[config.mk]
export PLATFORM = sky130hd
export DESIGN_NAME = gpm_pin_mux
export DESIGN_NICKNAME = d
export VERILOG_FILES = /design/src/hw/gpm_lamp.v /design/src/hw/gpm_pin_mux.v /design/src/hw/gpm_sync.v
export VERILOG_INCLUDE_DIRS = /design/src /design/src/include
export SDC_FILE = /design/constraint.sdc
export NUM_CORES = 1
export LEC_CHECK = 0
export CORE_MARGIN = 5
export CORE_UTILIZATION = 40
export CTS_BUF_LIST = sky130_fd_sc_hd__clkbuf_4 sky130_fd_sc_hd__clkbuf_8 sky130_fd_sc_hd__clkbuf_16
export DETAILED_ROUTE_END_ITERATION = 7
export DONT_BUFFER_PORTS = 1
export GPL_TIMING_DRIVEN = 0
export PLACE_DENSITY = 0.63
export SLEW_MARGIN = 30
export SYNTH_ARGS = -nofsm -noshare
export SYNTH_HDL_FRONTEND = slang
export SYNTH_SLANG_ARGS = --single-unit
[constraint.sdc]
create_clock -name clock -period 2.4 [get_ports clock]
set_input_delay 0.12 -clock clock [delete_from_list [all_inputs] [get_ports clock]]
set_output_delay 0.12 -clock clock [all_outputs]
set_load 0.005 [all_outputs]
[src/include/gpm_defs.vh]
`ifndef GPM_DEFS_VH
`define GPM_DEFS_VH

// ==========================================
// clock
`define GPM_CLK_HZ          50000000

// ==========================================
// serial-peripheral clock range
`define GPM_SPI_MIN_HZ      812000
`define GPM_SPI_MAX_HZ      13000000
`define GPM_SPI_DIV_W       6
// half-period counts at 50 MHz, min rounds up, max rounds down
`define GPM_SPI_HALF_MIN    6'h02
`define GPM_SPI_HALF_MAX    6'h1e

// ==========================================
// two-wire bus clock choices
`define GPM_TW_SLOW_HZ      96000
`define GPM_TW_FAST_HZ      400000
`define GPM_TW_DIV_W        9
`define GPM_TW_HALF_SLOW    9'h104
`define GPM_TW_HALF_FAST    9'h03e

// ==========================================
// activity lamp timing
`define GPM_LAMP_ON_MS      200
`define GPM_LAMP_SLOW_MS    2000
`define GPM_LAMP_FAST_MS    600
`define GPM_LAMP_W          27
`define GPM_MS_CYCLES       50000

// lamp modes
`define GPM_LAMP_OFF        2'h0
`define GPM_LAMP_STEADY     2'h1
`define GPM_LAMP_SLOW       2'h2
`define GPM_LAMP_FAST       2'h3

// ==========================================
// reset values
`define GPM_OUT_RESET       4'hd
`define GPM_BIDIR_N         6

`endif
[src/hw/gpm_lamp.v]
`timescale 1ns/1ps
`default_nettype none
`include "gpm_defs.vh"

// ==========================================
// activity lamp pattern generator
module gpm_lamp (
   input  wire       clock,
   input  wire       rstn,
   input  wire [1:0] lampMode,
   output reg        lampOn
);
   localparam integer ON_I     = `GPM_LAMP_ON_MS * `GPM_MS_CYCLES;
   localparam integer SLOW_I   = `GPM_LAMP_SLOW_MS * `GPM_MS_CYCLES;
   localparam integer FAST_I   = `GPM_LAMP_FAST_MS * `GPM_MS_CYCLES;
   localparam [26:0]  ON_CYC   = ON_I[26:0];
   localparam [26:0]  SLOW_CYC = SLOW_I[26:0];
   localparam [26:0]  FAST_CYC = FAST_I[26:0];

   reg [`GPM_LAMP_W-1:0] cnt_q;
   reg                   phaseOn_q;
   wire [26:0]           offCyc = (lampMode == `GPM_LAMP_FAST) ? FAST_CYC : SLOW_CYC;
   wire [26:0]           limit  = phaseOn_q ? ON_CYC : offCyc;

   always @(posedge clock or negedge rstn) begin
      if (!rstn) begin
         cnt_q     <= {`GPM_LAMP_W{1'b0}};
         phaseOn_q <= 1'b0;
         lampOn    <= 1'b0;
      end else begin
         case (lampMode)
            `GPM_LAMP_OFF: begin
               cnt_q     <= {`GPM_LAMP_W{1'b0}};
               phaseOn_q <= 1'b1;
               lampOn    <= 1'b0;
            end
            `GPM_LAMP_STEADY: begin
               cnt_q     <= {`GPM_LAMP_W{1'b0}};
               phaseOn_q <= 1'b1;
               lampOn    <= 1'b1;
            end
            default: begin
               // 200 ms on, then 2 s or 600 ms off
               if (cnt_q >= limit - 27'h1) begin
                  cnt_q     <= {`GPM_LAMP_W{1'b0}};
                  phaseOn_q <= ~phaseOn_q;
               end else begin
                  cnt_q <= cnt_q + 27'h1;
               end
               lampOn <= phaseOn_q;
            end
         endcase
      end
   end
endmodule // gpm_lamp

`default_nettype wire

[src/hw/gpm_pin_mux.v]
// Functional notes
// six bidirectional lines, four output lines and one input-only line are provided.
// bidirectional line 0 is undriven from reset, leaving only its weak pull-down.
// at reset output line 1 drives low and output lines 0, 2 and 3 drive high.
// bidirectional lines 1 to 5 reset as inputs with drivers off.
// the input-only line has a reset pull-down and shares its pin with aux transmit data in.
// under command-interpreter firmware lines 2 and 3 are kept for the main serial port.
// the serial-peripheral clock is programmable from 812 kHz to 13 MHz; half counts 2 to 30 at 50 MHz give 833 kHz to 12.5 MHz.
// the peripheral clock/data pins share with the two-wire bus and reset with pull-ups.
// the two-wire bus clock is either 96 kHz or 400 kHz.
// second chip enable shares output line 0, main enable output line 3, both reset high.
// aux clear-to-send shares line 0, aux request-to-send shares line 5.
// aux receive data shares output line 2 and resets high.
// carrier detect shares line 3, ring indicator shares line 2, both reset undriven.
// bidirectional line 1 shares its pin with the activity lamp and resets undriven.
// the lamp is low when off, steady when unregistered, else 200 ms on and 2 s or 600 ms off.
// each shared pin has a function select and only the chosen function drives it.
// each bidirectional line has direction and value controls and a readable input.
`timescale 1ns/1ps
`default_nettype none
`include "gpm_defs.vh"

module gpm_pin_mux (
   input  wire                      clock,
   input  wire                      rstn,
   // general-purpose controls
   input  wire [`GPM_BIDIR_N-1:0]   bidirDir,
   input  wire [`GPM_BIDIR_N-1:0]   bidirVal,
   input  wire [3:0]                outVal,
   output reg  [`GPM_BIDIR_N-1:0]   bidirLevel,
   output reg                       inOnlyLevel,
   // function selects, high picks the peripheral function
   input  wire                      selAuxCts,
   input  wire                      selLamp,
   input  wire                      selRing,
   input  wire                      selCarrier,
   input  wire                      selAuxRts,
   input  wire                      selSpiAux,
   input  wire                      selAuxRxd,
   input  wire                      selSpiEn,
   input  wire                      atFirmware,
   // peripheral sources
   input  wire                      auxCtsVal,
   input  wire                      ringVal,
   input  wire                      carrierVal,
   input  wire                      spiAuxEnN,
   input  wire                      spiEnN,
   input  wire                      auxRxdVal,
   input  wire [1:0]                lampMode,
   output reg                       auxRtsLevel,
   output reg                       auxTxdLevel,
   // serial clock and data
   input  wire                      twoWireMode,
   input  wire                      twoWireFast,
   input  wire [5:0]                spiHalfDiv,
   input  wire                      serRun,
   input  wire                      sdaOut,
   input  wire                      sdaOe,
   output reg                       serTick,
   output reg                       sdaLevel,
   output reg                       sclOut,
   output reg                       sclOe,
   output reg                       sdaPinOut,
   output reg                       sdaPinOe,
   // pins
   input  wire [`GPM_BIDIR_N-1:0]   bidirPinIn,
   output reg  [`GPM_BIDIR_N-1:0]   bidirPinOut,
   output reg  [`GPM_BIDIR_N-1:0]   bidirPinOe,
   output reg  [3:0]                outPin,
   input  wire                      inOnlyPin,
   input  wire                      sdaPinIn
);

   // ==========================================
   // pin input synchronisers
   wire [`GPM_BIDIR_N+1:0] syncIn;

   gpm_sync #(.W(`GPM_BIDIR_N + 2)) uSync (
      .clock  (clock),
      .rstn   (rstn),
      .async  ({sdaPinIn, inOnlyPin, bidirPinIn}),
      .synced (syncIn)
   );

   // ==========================================
   // lamp pattern
   wire lampOn;

   gpm_lamp uLamp (
      .clock    (clock),
      .rstn     (rstn),
      .lampMode (lampMode),
      .lampOn   (lampOn)
   );

   // ==========================================
   // serial clock divider
   function [5:0] clampSpi;
      input [5:0] req;
      begin
         if (req < `GPM_SPI_HALF_MIN) begin
            clampSpi = `GPM_SPI_HALF_MIN;
         end else if (req > `GPM_SPI_HALF_MAX) begin
            clampSpi = `GPM_SPI_HALF_MAX;
         end else begin
            clampSpi = req;
         end
      end
   endfunction

   reg [`GPM_TW_DIV_W-1:0] divCnt_q;
   reg                     serClk_q;
   wire [`GPM_TW_DIV_W-1:0] halfLim =
      twoWireMode ? (twoWireFast ? `GPM_TW_HALF_FAST : `GPM_TW_HALF_SLOW)
                  : {3'h0, clampSpi(spiHalfDiv)};

   always @(posedge clock or negedge rstn) begin
      if (!rstn) begin
         divCnt_q <= {`GPM_TW_DIV_W{1'b0}};
         serClk_q <= 1'b1;
         serTick  <= 1'b0;
      end else if (!serRun) begin
         // idle clock parks high, matching the pull-up level
         divCnt_q <= {`GPM_TW_DIV_W{1'b0}};
         serClk_q <= 1'b1;
         serTick  <= 1'b0;
      end else if (divCnt_q >= halfLim - 9'h1) begin
         divCnt_q <= {`GPM_TW_DIV_W{1'b0}};
         serClk_q <= ~serClk_q;
         serTick  <= 1'b1;
      end else begin
         divCnt_q <= divCnt_q + 9'h1;
         serTick  <= 1'b0;
      end
   end

   // ==========================================
   // pin drive
   integer i;
   reg [`GPM_BIDIR_N-1:0] pOut;
   reg [`GPM_BIDIR_N-1:0] pOe;
   reg [3:0]              oPin;

   always @* begin
      pOut = bidirVal;
      pOe  = bidirDir;
      // aux clear-to-send on line 0
      if (selAuxCts) begin
         pOut[0] = auxCtsVal;
         pOe[0]  = 1'b1;
      end
      if (selLamp) begin
         pOut[1] = lampOn;
         pOe[1]  = 1'b1;
      end
      // lines 2 and 3 forced to serial-port use under command firmware
      if (selRing || atFirmware) begin
         pOut[2] = ringVal;
         pOe[2]  = 1'b1;
      end
      if (selCarrier || atFirmware) begin
         pOut[3] = carrierVal;
         pOe[3]  = 1'b1;
      end
      // request-to-send is an input, so line 5 is never driven in that mode
      if (selAuxRts) begin
         pOut[5] = 1'b0;
         pOe[5]  = 1'b0;
      end
      oPin    = outVal;
      oPin[0] = selSpiAux ? spiAuxEnN : outVal[0];
      oPin[2] = selAuxRxd ? auxRxdVal : outVal[2];
      oPin[3] = selSpiEn  ? spiEnN    : outVal[3];
   end

   always @(posedge clock or negedge rstn) begin
      if (!rstn) begin
         bidirPinOut <= {`GPM_BIDIR_N{1'b0}};
         bidirPinOe  <= {`GPM_BIDIR_N{1'b0}}; // see R2
         outPin      <= `GPM_OUT_RESET; // see R3 see R10
         sclOut      <= 1'b1;
         sclOe       <= 1'b0;
         sdaPinOut   <= 1'b1;
         sdaPinOe    <= 1'b0;
         bidirLevel  <= {`GPM_BIDIR_N{1'b0}};
         inOnlyLevel <= 1'b0;
         auxRtsLevel <= 1'b0;
         auxTxdLevel <= 1'b0;
         sdaLevel    <= 1'b0;
      end else begin
         bidirPinOut <= pOut;
         bidirPinOe  <= pOe;
         outPin      <= oPin;
         sclOut      <= serClk_q;
         // two-wire clock is open drain: only pull low
         sclOe       <= twoWireMode ? (serRun & ~serClk_q) : serRun;
         sdaPinOut   <= twoWireMode ? 1'b0 : sdaOut;
         sdaPinOe    <= twoWireMode ? (sdaOe & ~sdaOut) : sdaOe;
         bidirLevel  <= syncIn[`GPM_BIDIR_N-1:0];
         auxRtsLevel <= selAuxRts ? syncIn[5] : 1'b0;
         inOnlyLevel <= syncIn[`GPM_BIDIR_N];
         auxTxdLevel <= syncIn[`GPM_BIDIR_N];
         sdaLevel    <= syncIn[`GPM_BIDIR_N+1];
      end
   end
endmodule // gpm_pin_mux

`default_nettype wire

[src/hw/gpm_sync.v]
`timescale 1ns/1ps
`default_nettype none

// ==========================================
// three-stage synchroniser, change taken when stages two and three agree
module gpm_sync #(
   parameter W = 1
) (
   input  wire         clock,
   input  wire         rstn,
   input  wire [W-1:0] async,
   output reg  [W-1:0] synced
);
   reg [W-1:0] s1_q;
   reg [W-1:0] s2_q;
   reg [W-1:0] s3_q;
   integer i;

   always @(posedge clock or negedge rstn) begin
      if (!rstn) begin
         s1_q   <= {W{1'b0}};
         s2_q   <= {W{1'b0}};
         s3_q   <= {W{1'b0}};
         synced <= {W{1'b0}};
      end else begin
         s1_q <= async;
         s2_q <= s1_q;
         s3_q <= s2_q;
         for (i = 0; i < W; i = i + 1) begin
            if (s2_q[i] == s3_q[i]) begin
               synced[i] <= s3_q[i];
            end
         end
      end
   end
endmodule // gpm_sync

`default_nettype wire

# Yosys cells after proc, flatten, opt, wreduce, memory -nomap -nowiden
# Index checks and enable logic that the tools add are counted.
[totals]
in_bits = 54
wordCells = 91
output_inout_bits = 31
register_bits = 101
[classes]
reduce_logical = 5
n_addsub = 4
n_eq_ne = 11
magnitude_cmp = 4
mux = 34
n_bitwise = 5
[ops]
columns = ["operator", "n"]
rows = [
  ["two-way mux 27 bit", 4],
  ["two-way mux 9 bit", 4],
  ["adder 27 x 1 -> 27 bit, second input constant", 1],
  ["greater-or-equal comparator 27 bit", 1],
  ["subtractor 27 x 1 -> 27 bit, second input constant", 1],
  ["two-way mux 1 bit", 23],
  ["two-way mux 6 bit", 2],
  ["adder 9 x 1 -> 9 bit, second input constant", 1],
  ["greater-or-equal comparator 9 bit", 1],
  ["subtractor 9 x 1 -> 9 bit, second input constant", 1],
  ["== test 1 bit", 8],
  ["greater-than comparator 6 x 5 -> 1 bit, second input constant", 1],
  ["< comparator 6 x 2 -> 1 bit, second input constant", 1],
  ["inverter 1 bit", 3],
  ["AND 1 bit", 2],
  ["== test 2 x 1 -> 1 bit, second input constant", 1],
  ["== test 2 bit, second input constant", 1],
  ["logical NOT 2 bit", 1],
  ["logical OR 1 bit", 2],
  ["!= test 2 x 1 -> 1 bit, second input constant", 1],
  ["case mux 1 bit (2 select lines)", 1],
  ["nonzero test 2 bit", 1],
  ["OR reduction 2 bit", 1],
]

# Logic depth before layout (Yosys ltp)
[logic_depth]
depth_word = 8
depth_mapped = 13
ltp_nobuf = 13

# Modules after synthesis
# A second synthesis with hierarchy kept.
[hier_totals]
cells_unflattened = 368
hier_area_um2 = 4426.7
[modules_own_cells]
columns = ["mod", "area_each_um2", "seq_area_each_um2", "cells_each", "n_inst"]
rows = [
  ["gpm_lamp", 1804.2, 725.7, 186, 1],
  ["gpm_pin_mux", 1731.7, 1008.5, 142, 1],
  ["gpm_sync", 890.9, 800.8, 40, 1],
]

# Worst setup path before layout
# OpenSTA, ideal clock, no wires.
[synth_path]
kind = "in2reg"
from = "input spiHalfDiv[4]"
to = "register divCnt_q[2]"
setup_time_ns = 0.148
setup_slack_ns = 0.065
t_required_ns = 2.252
cell_stages = 12
path_buffers = 0
arrival_time_ns = 2.186
path_cell_list = "nor3_1 o41ai_1 ha_1 and3_1 o21ai_0 nand2_1 ha_1 a21oi_1 o21ai_0 nand2_1 a21boi_1 nor3_1"
[synth_via]
elab_chain_cells = 8
word_cells_on_any_way = 9
classes_between = "add/sub: 1; order compare: 3; mux: 5"
[synth_lines]
columns = ["element", "line_no", "source"]
rows = [
  ["start: declaration", "gpm_pin_mux.v:55", "input wire [5:0] spiHalfDiv,"],
  ["greater-than comparator 6 x 5 -> 1 bit (no line)", "n/a", ""],
  ["two-way mux 6 bit", "gpm_pin_mux.v:103", "end else if (req > `GPM_SPI_HALF_MAX) begin"],
  ["two-way mux 6 bit (*)", "gpm_pin_mux.v:101", "if (req < `GPM_SPI_HALF_MIN) begin"],
  ["two-way mux 9 bit (*)", "gpm_pin_mux.v:114", "twoWireMode ? (twoWireFast ? `GPM_TW_HALF_FAST : `GPM_TW_HALF_SLOW)"],
  ["subtractor 9 x 1 -> 9 bit (*)", "gpm_pin_mux.v:127", "end else if (divCnt_q >= halfLim - 9'h1) begin"],
  ["greater-or-equal comparator 9 bit (*)", "gpm_pin_mux.v:127", ""],
  ["two-way mux 9 bit (*)", "gpm_pin_mux.v:127", ""],
  ["two-way mux 9 bit (*)", "gpm_pin_mux.v:122", "end else if (!serRun) begin"],
  ["end signal: assignment", "gpm_pin_mux.v:124", "divCnt_q <= {`GPM_TW_DIV_W{1'b0}};"],
  ["end signal: assignment", "gpm_pin_mux.v:128", "divCnt_q <= {`GPM_TW_DIV_W{1'b0}};"],
  ["end signal: assignment", "gpm_pin_mux.v:132", "divCnt_q <= divCnt_q + 9'h1;"],
  ["end: declaration", "gpm_pin_mux.v:111", "reg [`GPM_TW_DIV_W-1:0] divCnt_q;"],
]
# Mark *: on every way between the ends. The rest lies on a longest branch, timed or not.
# A chain may end at the register's enable or synchronous reset.

# Final worst setup path
[layout_path]
from = "register uLamp.phaseOn_q"
to = "register uLamp.cnt_q[23]"
[layout_via]
elab_chain_cells = 5
[layout_lines]
columns = ["element", "line_no", "source"]
rows = [
  ["start: declaration", "gpm_lamp.v:21", "reg phaseOn_q;"],
  ["start signal: assignment", "gpm_lamp.v:46", "phaseOn_q <= ~phaseOn_q;"],
  ["two-way mux 27 bit", "gpm_lamp.v:23", "wire [26:0] limit = phaseOn_q ? ON_CYC : offCyc;"],
  ["subtractor 27 x 1 -> 27 bit", "gpm_lamp.v:44", "if (cnt_q >= limit - 27'h1) begin"],
  ["greater-or-equal comparator 27 bit", "gpm_lamp.v:44", ""],
  ["two-way mux 27 bit", "gpm_lamp.v:44", ""],
  ["two-way mux 27 bit", "gpm_lamp.v:31", "case (lampMode)"],
  ["end signal: assignment", "gpm_lamp.v:33", "cnt_q <= {`GPM_LAMP_W{1'b0}};"],
  ["end signal: assignment", "gpm_lamp.v:45", "cnt_q <= {`GPM_LAMP_W{1'b0}};"],
  ["end signal: assignment", "gpm_lamp.v:48", "cnt_q <= cnt_q + 27'h1;"],
  ["end: declaration", "gpm_lamp.v:20", "reg [`GPM_LAMP_W-1:0] cnt_q;"],
]
# No other way between the ends.

==> reports/results.ini <==
[clock_tree]
numCtsBuffers=9
tritoncts=yes
ctsHoldBuffers=43
cts_max_level=3
worstSkewPairLatency_ps=370
cts_num_sinks=101
cts_max_path_buffers=2
worst_setup_hold_path_clk_slew_ps=100
root_buffer=clkbuf_8

[outcome]
violations=negative hold slack
outcome=complete, but fails checks

[floorplan]
initial_utilization_pct=40.7
placeableCoreArea_mm2=0.0108
die_w_um=115
die_h_um=115
die_area_mm2=0.0132
rows=38
ioPinCount=85

[synth]
synth_edf_count=0
synth.avg_cell_area_um2=11.9
yosys_warnings=0
synthFlopType=dfrtp_1
synth_top_area_share_pct=54.2
netlist_top_cells_area=dfrtp_1 54%, ha_1 8.3%, xor2_1 4.8%
synth_area_mm2=0.00439
synthDistinctLibCells=48
synthCells=368
ys_async_sr_fraction_pct=100
ys_ff_latch=101
yosys.area.top_type=dfrtp_1
yosysSeqAreaShare_pct=57.8

[min_path]
min_path_type=in2async

[sta]
holdWs_ps=-572
worst_pin_slew_ps=573
fmax_mhz=437
grt_setup_unrepaired=false
slew_headroom_pct=61.4
report.final.slew_viol_count=0
period_share_pct=95.4
fin_crit_ps=2290
final_hold_viol_count=101
layout_setup_ws_ps=111
setup_viol=0
setup_tns_ps=0
finalClockSkew_ps=9.29

[grt]
grt_pass1_vias=3000
grt_use_total_pct=13.9
grt-ovfl-total=0
grt_antenna_before_repair=0
grt_max_degree=102
grt_pass1_wl_um=14500

[worst_setup_path]
path_max_fanout=10
required_ps=2670
reg2reg_to=uLamp.cnt_q[23]$_DFF_PN0_
worstPathArrival_ps=2560
crit_path_end_kind=register
path_depth=9
crit_start=uLamp.phaseOn_q$_DFFE_PN0P_
rr_startpoint=uLamp.phaseOn_q$_DFFE_PN0P_
endpoint=uLamp.cnt_q[23]$_DFF_PN0_
crit_path_frequent_cell=buf_4
crit_family=simple AND/OR/NAND/NOR gates
start_kind=register
reg2reg_depth=9
crit_chain=buf_4 -> buf_4 -> ha_1 -> nand4b_4 -> or3_4 -> o211ai_4 -> buf_4 -> buf_6 -> nor2_1
path_buf_inv=4
path_class=reg2reg
slowest_stage=dfrtp_2
r2r_slack_ps=110
cp_slowest_stage_delay_ps=470

[detailed_routing]
drtPass1Iterations=4
num_vias=2939
postRouteAntennaNets=0
drc=0
finalWirelength_um=8640
dr.first_iter.drc_count=81
vias_per_cell=5.09
routedWlPerCell_um=15.0

[run]
maxCapViolations=0

[place]
port-buffer-count=0
dpl.hpwl_um=5680
place_area_mm2=0.00457
dp_cells=509
gp_congestion=0.807
pre_cts_ws_ps=-361

[layout]
layout_commonest_cell=dfrtp_1
stdcell_area_mm2=0.00533
finalCoreUtilization_pct=49.4
syn_to_final_growth_pct=21.5
drive_above_1_share_pct=13.5
num-fill-cells=943
stdcell_count=577
fin_nets=515
antennaDiodeCount=0
final_cell_mix=94 x dfrtp_1, 43 x dlygate4sd3_1, 39 x nor2_1

[power_and_ir_drop]
power_density_mw_per_mm2=609
irDropWorstVdd_uv=496
p_leak_nw=2.31
finalPower_mw=3.25

## final cells by class
type	count	area (um2)	share of cell area (%)
Timing Repair Buffer	52	498	9.34
Tap cell	140	175	3.28
Clock inverter	6	83.8	1.57
Multi-Input combinational cell	255	1840	34.5
Sequential cell	101	2540	47.5
Buffer	4	33.8	0.633
Inverter	9	33.8	0.633
Clock buffer	10	131	2.46
## Yosys cell counts (2+ instances only)
library cell  instances
xnor2_1              10
o2111ai_1             2
nor3_1               16
and2_1                3
mux2_2                7
ha_1                 29
inv_1                 9
and4_1                2
or3_1                 3
buf_6                 2
nor2b_1               4
dfrtp_1              95
nand2_1              25
or2_2                 2
maj3_1                8
nand3_1              16
xor2_1               24
nand4_1              13
a21oi_1              10
nor4_1                3
a211oi_1              2
nand2b_1              3
o21ai_0               7
dfstp_2               6
conb_1                2
nor2_1               40
a21boi_0              2
and3_1                3
## flip-flops by register name (all words and copies together) (netlist names)
signal and flops:
outPin 4, uLamp.phaseOn_q 1, auxTxdLevel 1, sclOe 1
uSync.synced 8, sdaPinOe 1, serClk_q 1, uSync.s3_q 8
bidirPinOut 6, divCnt_q 9, uSync.s2_q 8, uSync.s1_q 8
sdaPinOut 1, bidirLevel 6, uLamp.cnt_q 27, serTick 1
sclOut 1, bidirPinOe 6, auxRtsLevel 1, sdaLevel 1
uLamp.lampOn 1
## kinds of logic (layout without fill, tap and decap cells)
kind of cell	after synthesis	count (layout)	share of synthesized area, %
DFF	101	101	57.8
adders and majority gates	37	37	10.1
buffers and inverters	13	81	1.54
muxes	8	8	2.14
xor gates and xnor gates	34	34	6.78
other	2	3	0.171
AOI/OAI and AO/OA	34	34	5.39
and+or+nand+nor	139	139	16.1
## routing by layer
| layer | routed length, um | vias up | track usage, % |
|---|---|---|---|
| met3 | 530 | 5 | 5.37 |
| met2 | 4400 | 67 | 23.5 |
| li1 | - | 1416 | - |
| met5 | 0 | - | 0 |
| met1 | 3650 | 1451 | 17.0 |
| met4 | 65 | 0 | 3.36 |
## power by group
group	total, mW	internal, mW	switching (mW)
combinational	0.276	0.161	0.115
sequential	1.84	1.79	0.0539
clock	1.13	0.515	0.614
total	3.25	2.46	0.783
## worst min path at each step
| stage | start | to | slack [ps] | cells past startpoint |
|---|---|---|---|---|
| 6_report | rstn | uLamp.cnt_q[17]$_DFF_PN0_ | -570 | 0 |
| 5_1_grt | rstn | uSync.synced[0]$_DFFE_PN0N_ | -610 | 0 |
| 4_1_cts | rstn | uLamp.cnt_q[17]$_DFF_PN0_ | -600 | 0 |
| 3_5_place_dp | rstn | auxTxdLevel$_DFF_PN0_ | -170 | 0 |
| 3_3_place_gp | rstn | auxTxdLevel$_DFF_PN0_ | -170 | 0 |
| 2_1_floorplan | rstn | auxRtsLevel$_DFF_PN0_ | -180 | 0 |
## what timing repair did
item                                   4_1_cts  5_1_grt
setup buffers                                4        5
gates resized for setup                      3        8
endpoints found under the hold margin      133      101
setup endpoints to repair                   29       30
pin swaps                                    1        0
(Power assumes the default switching activity.)
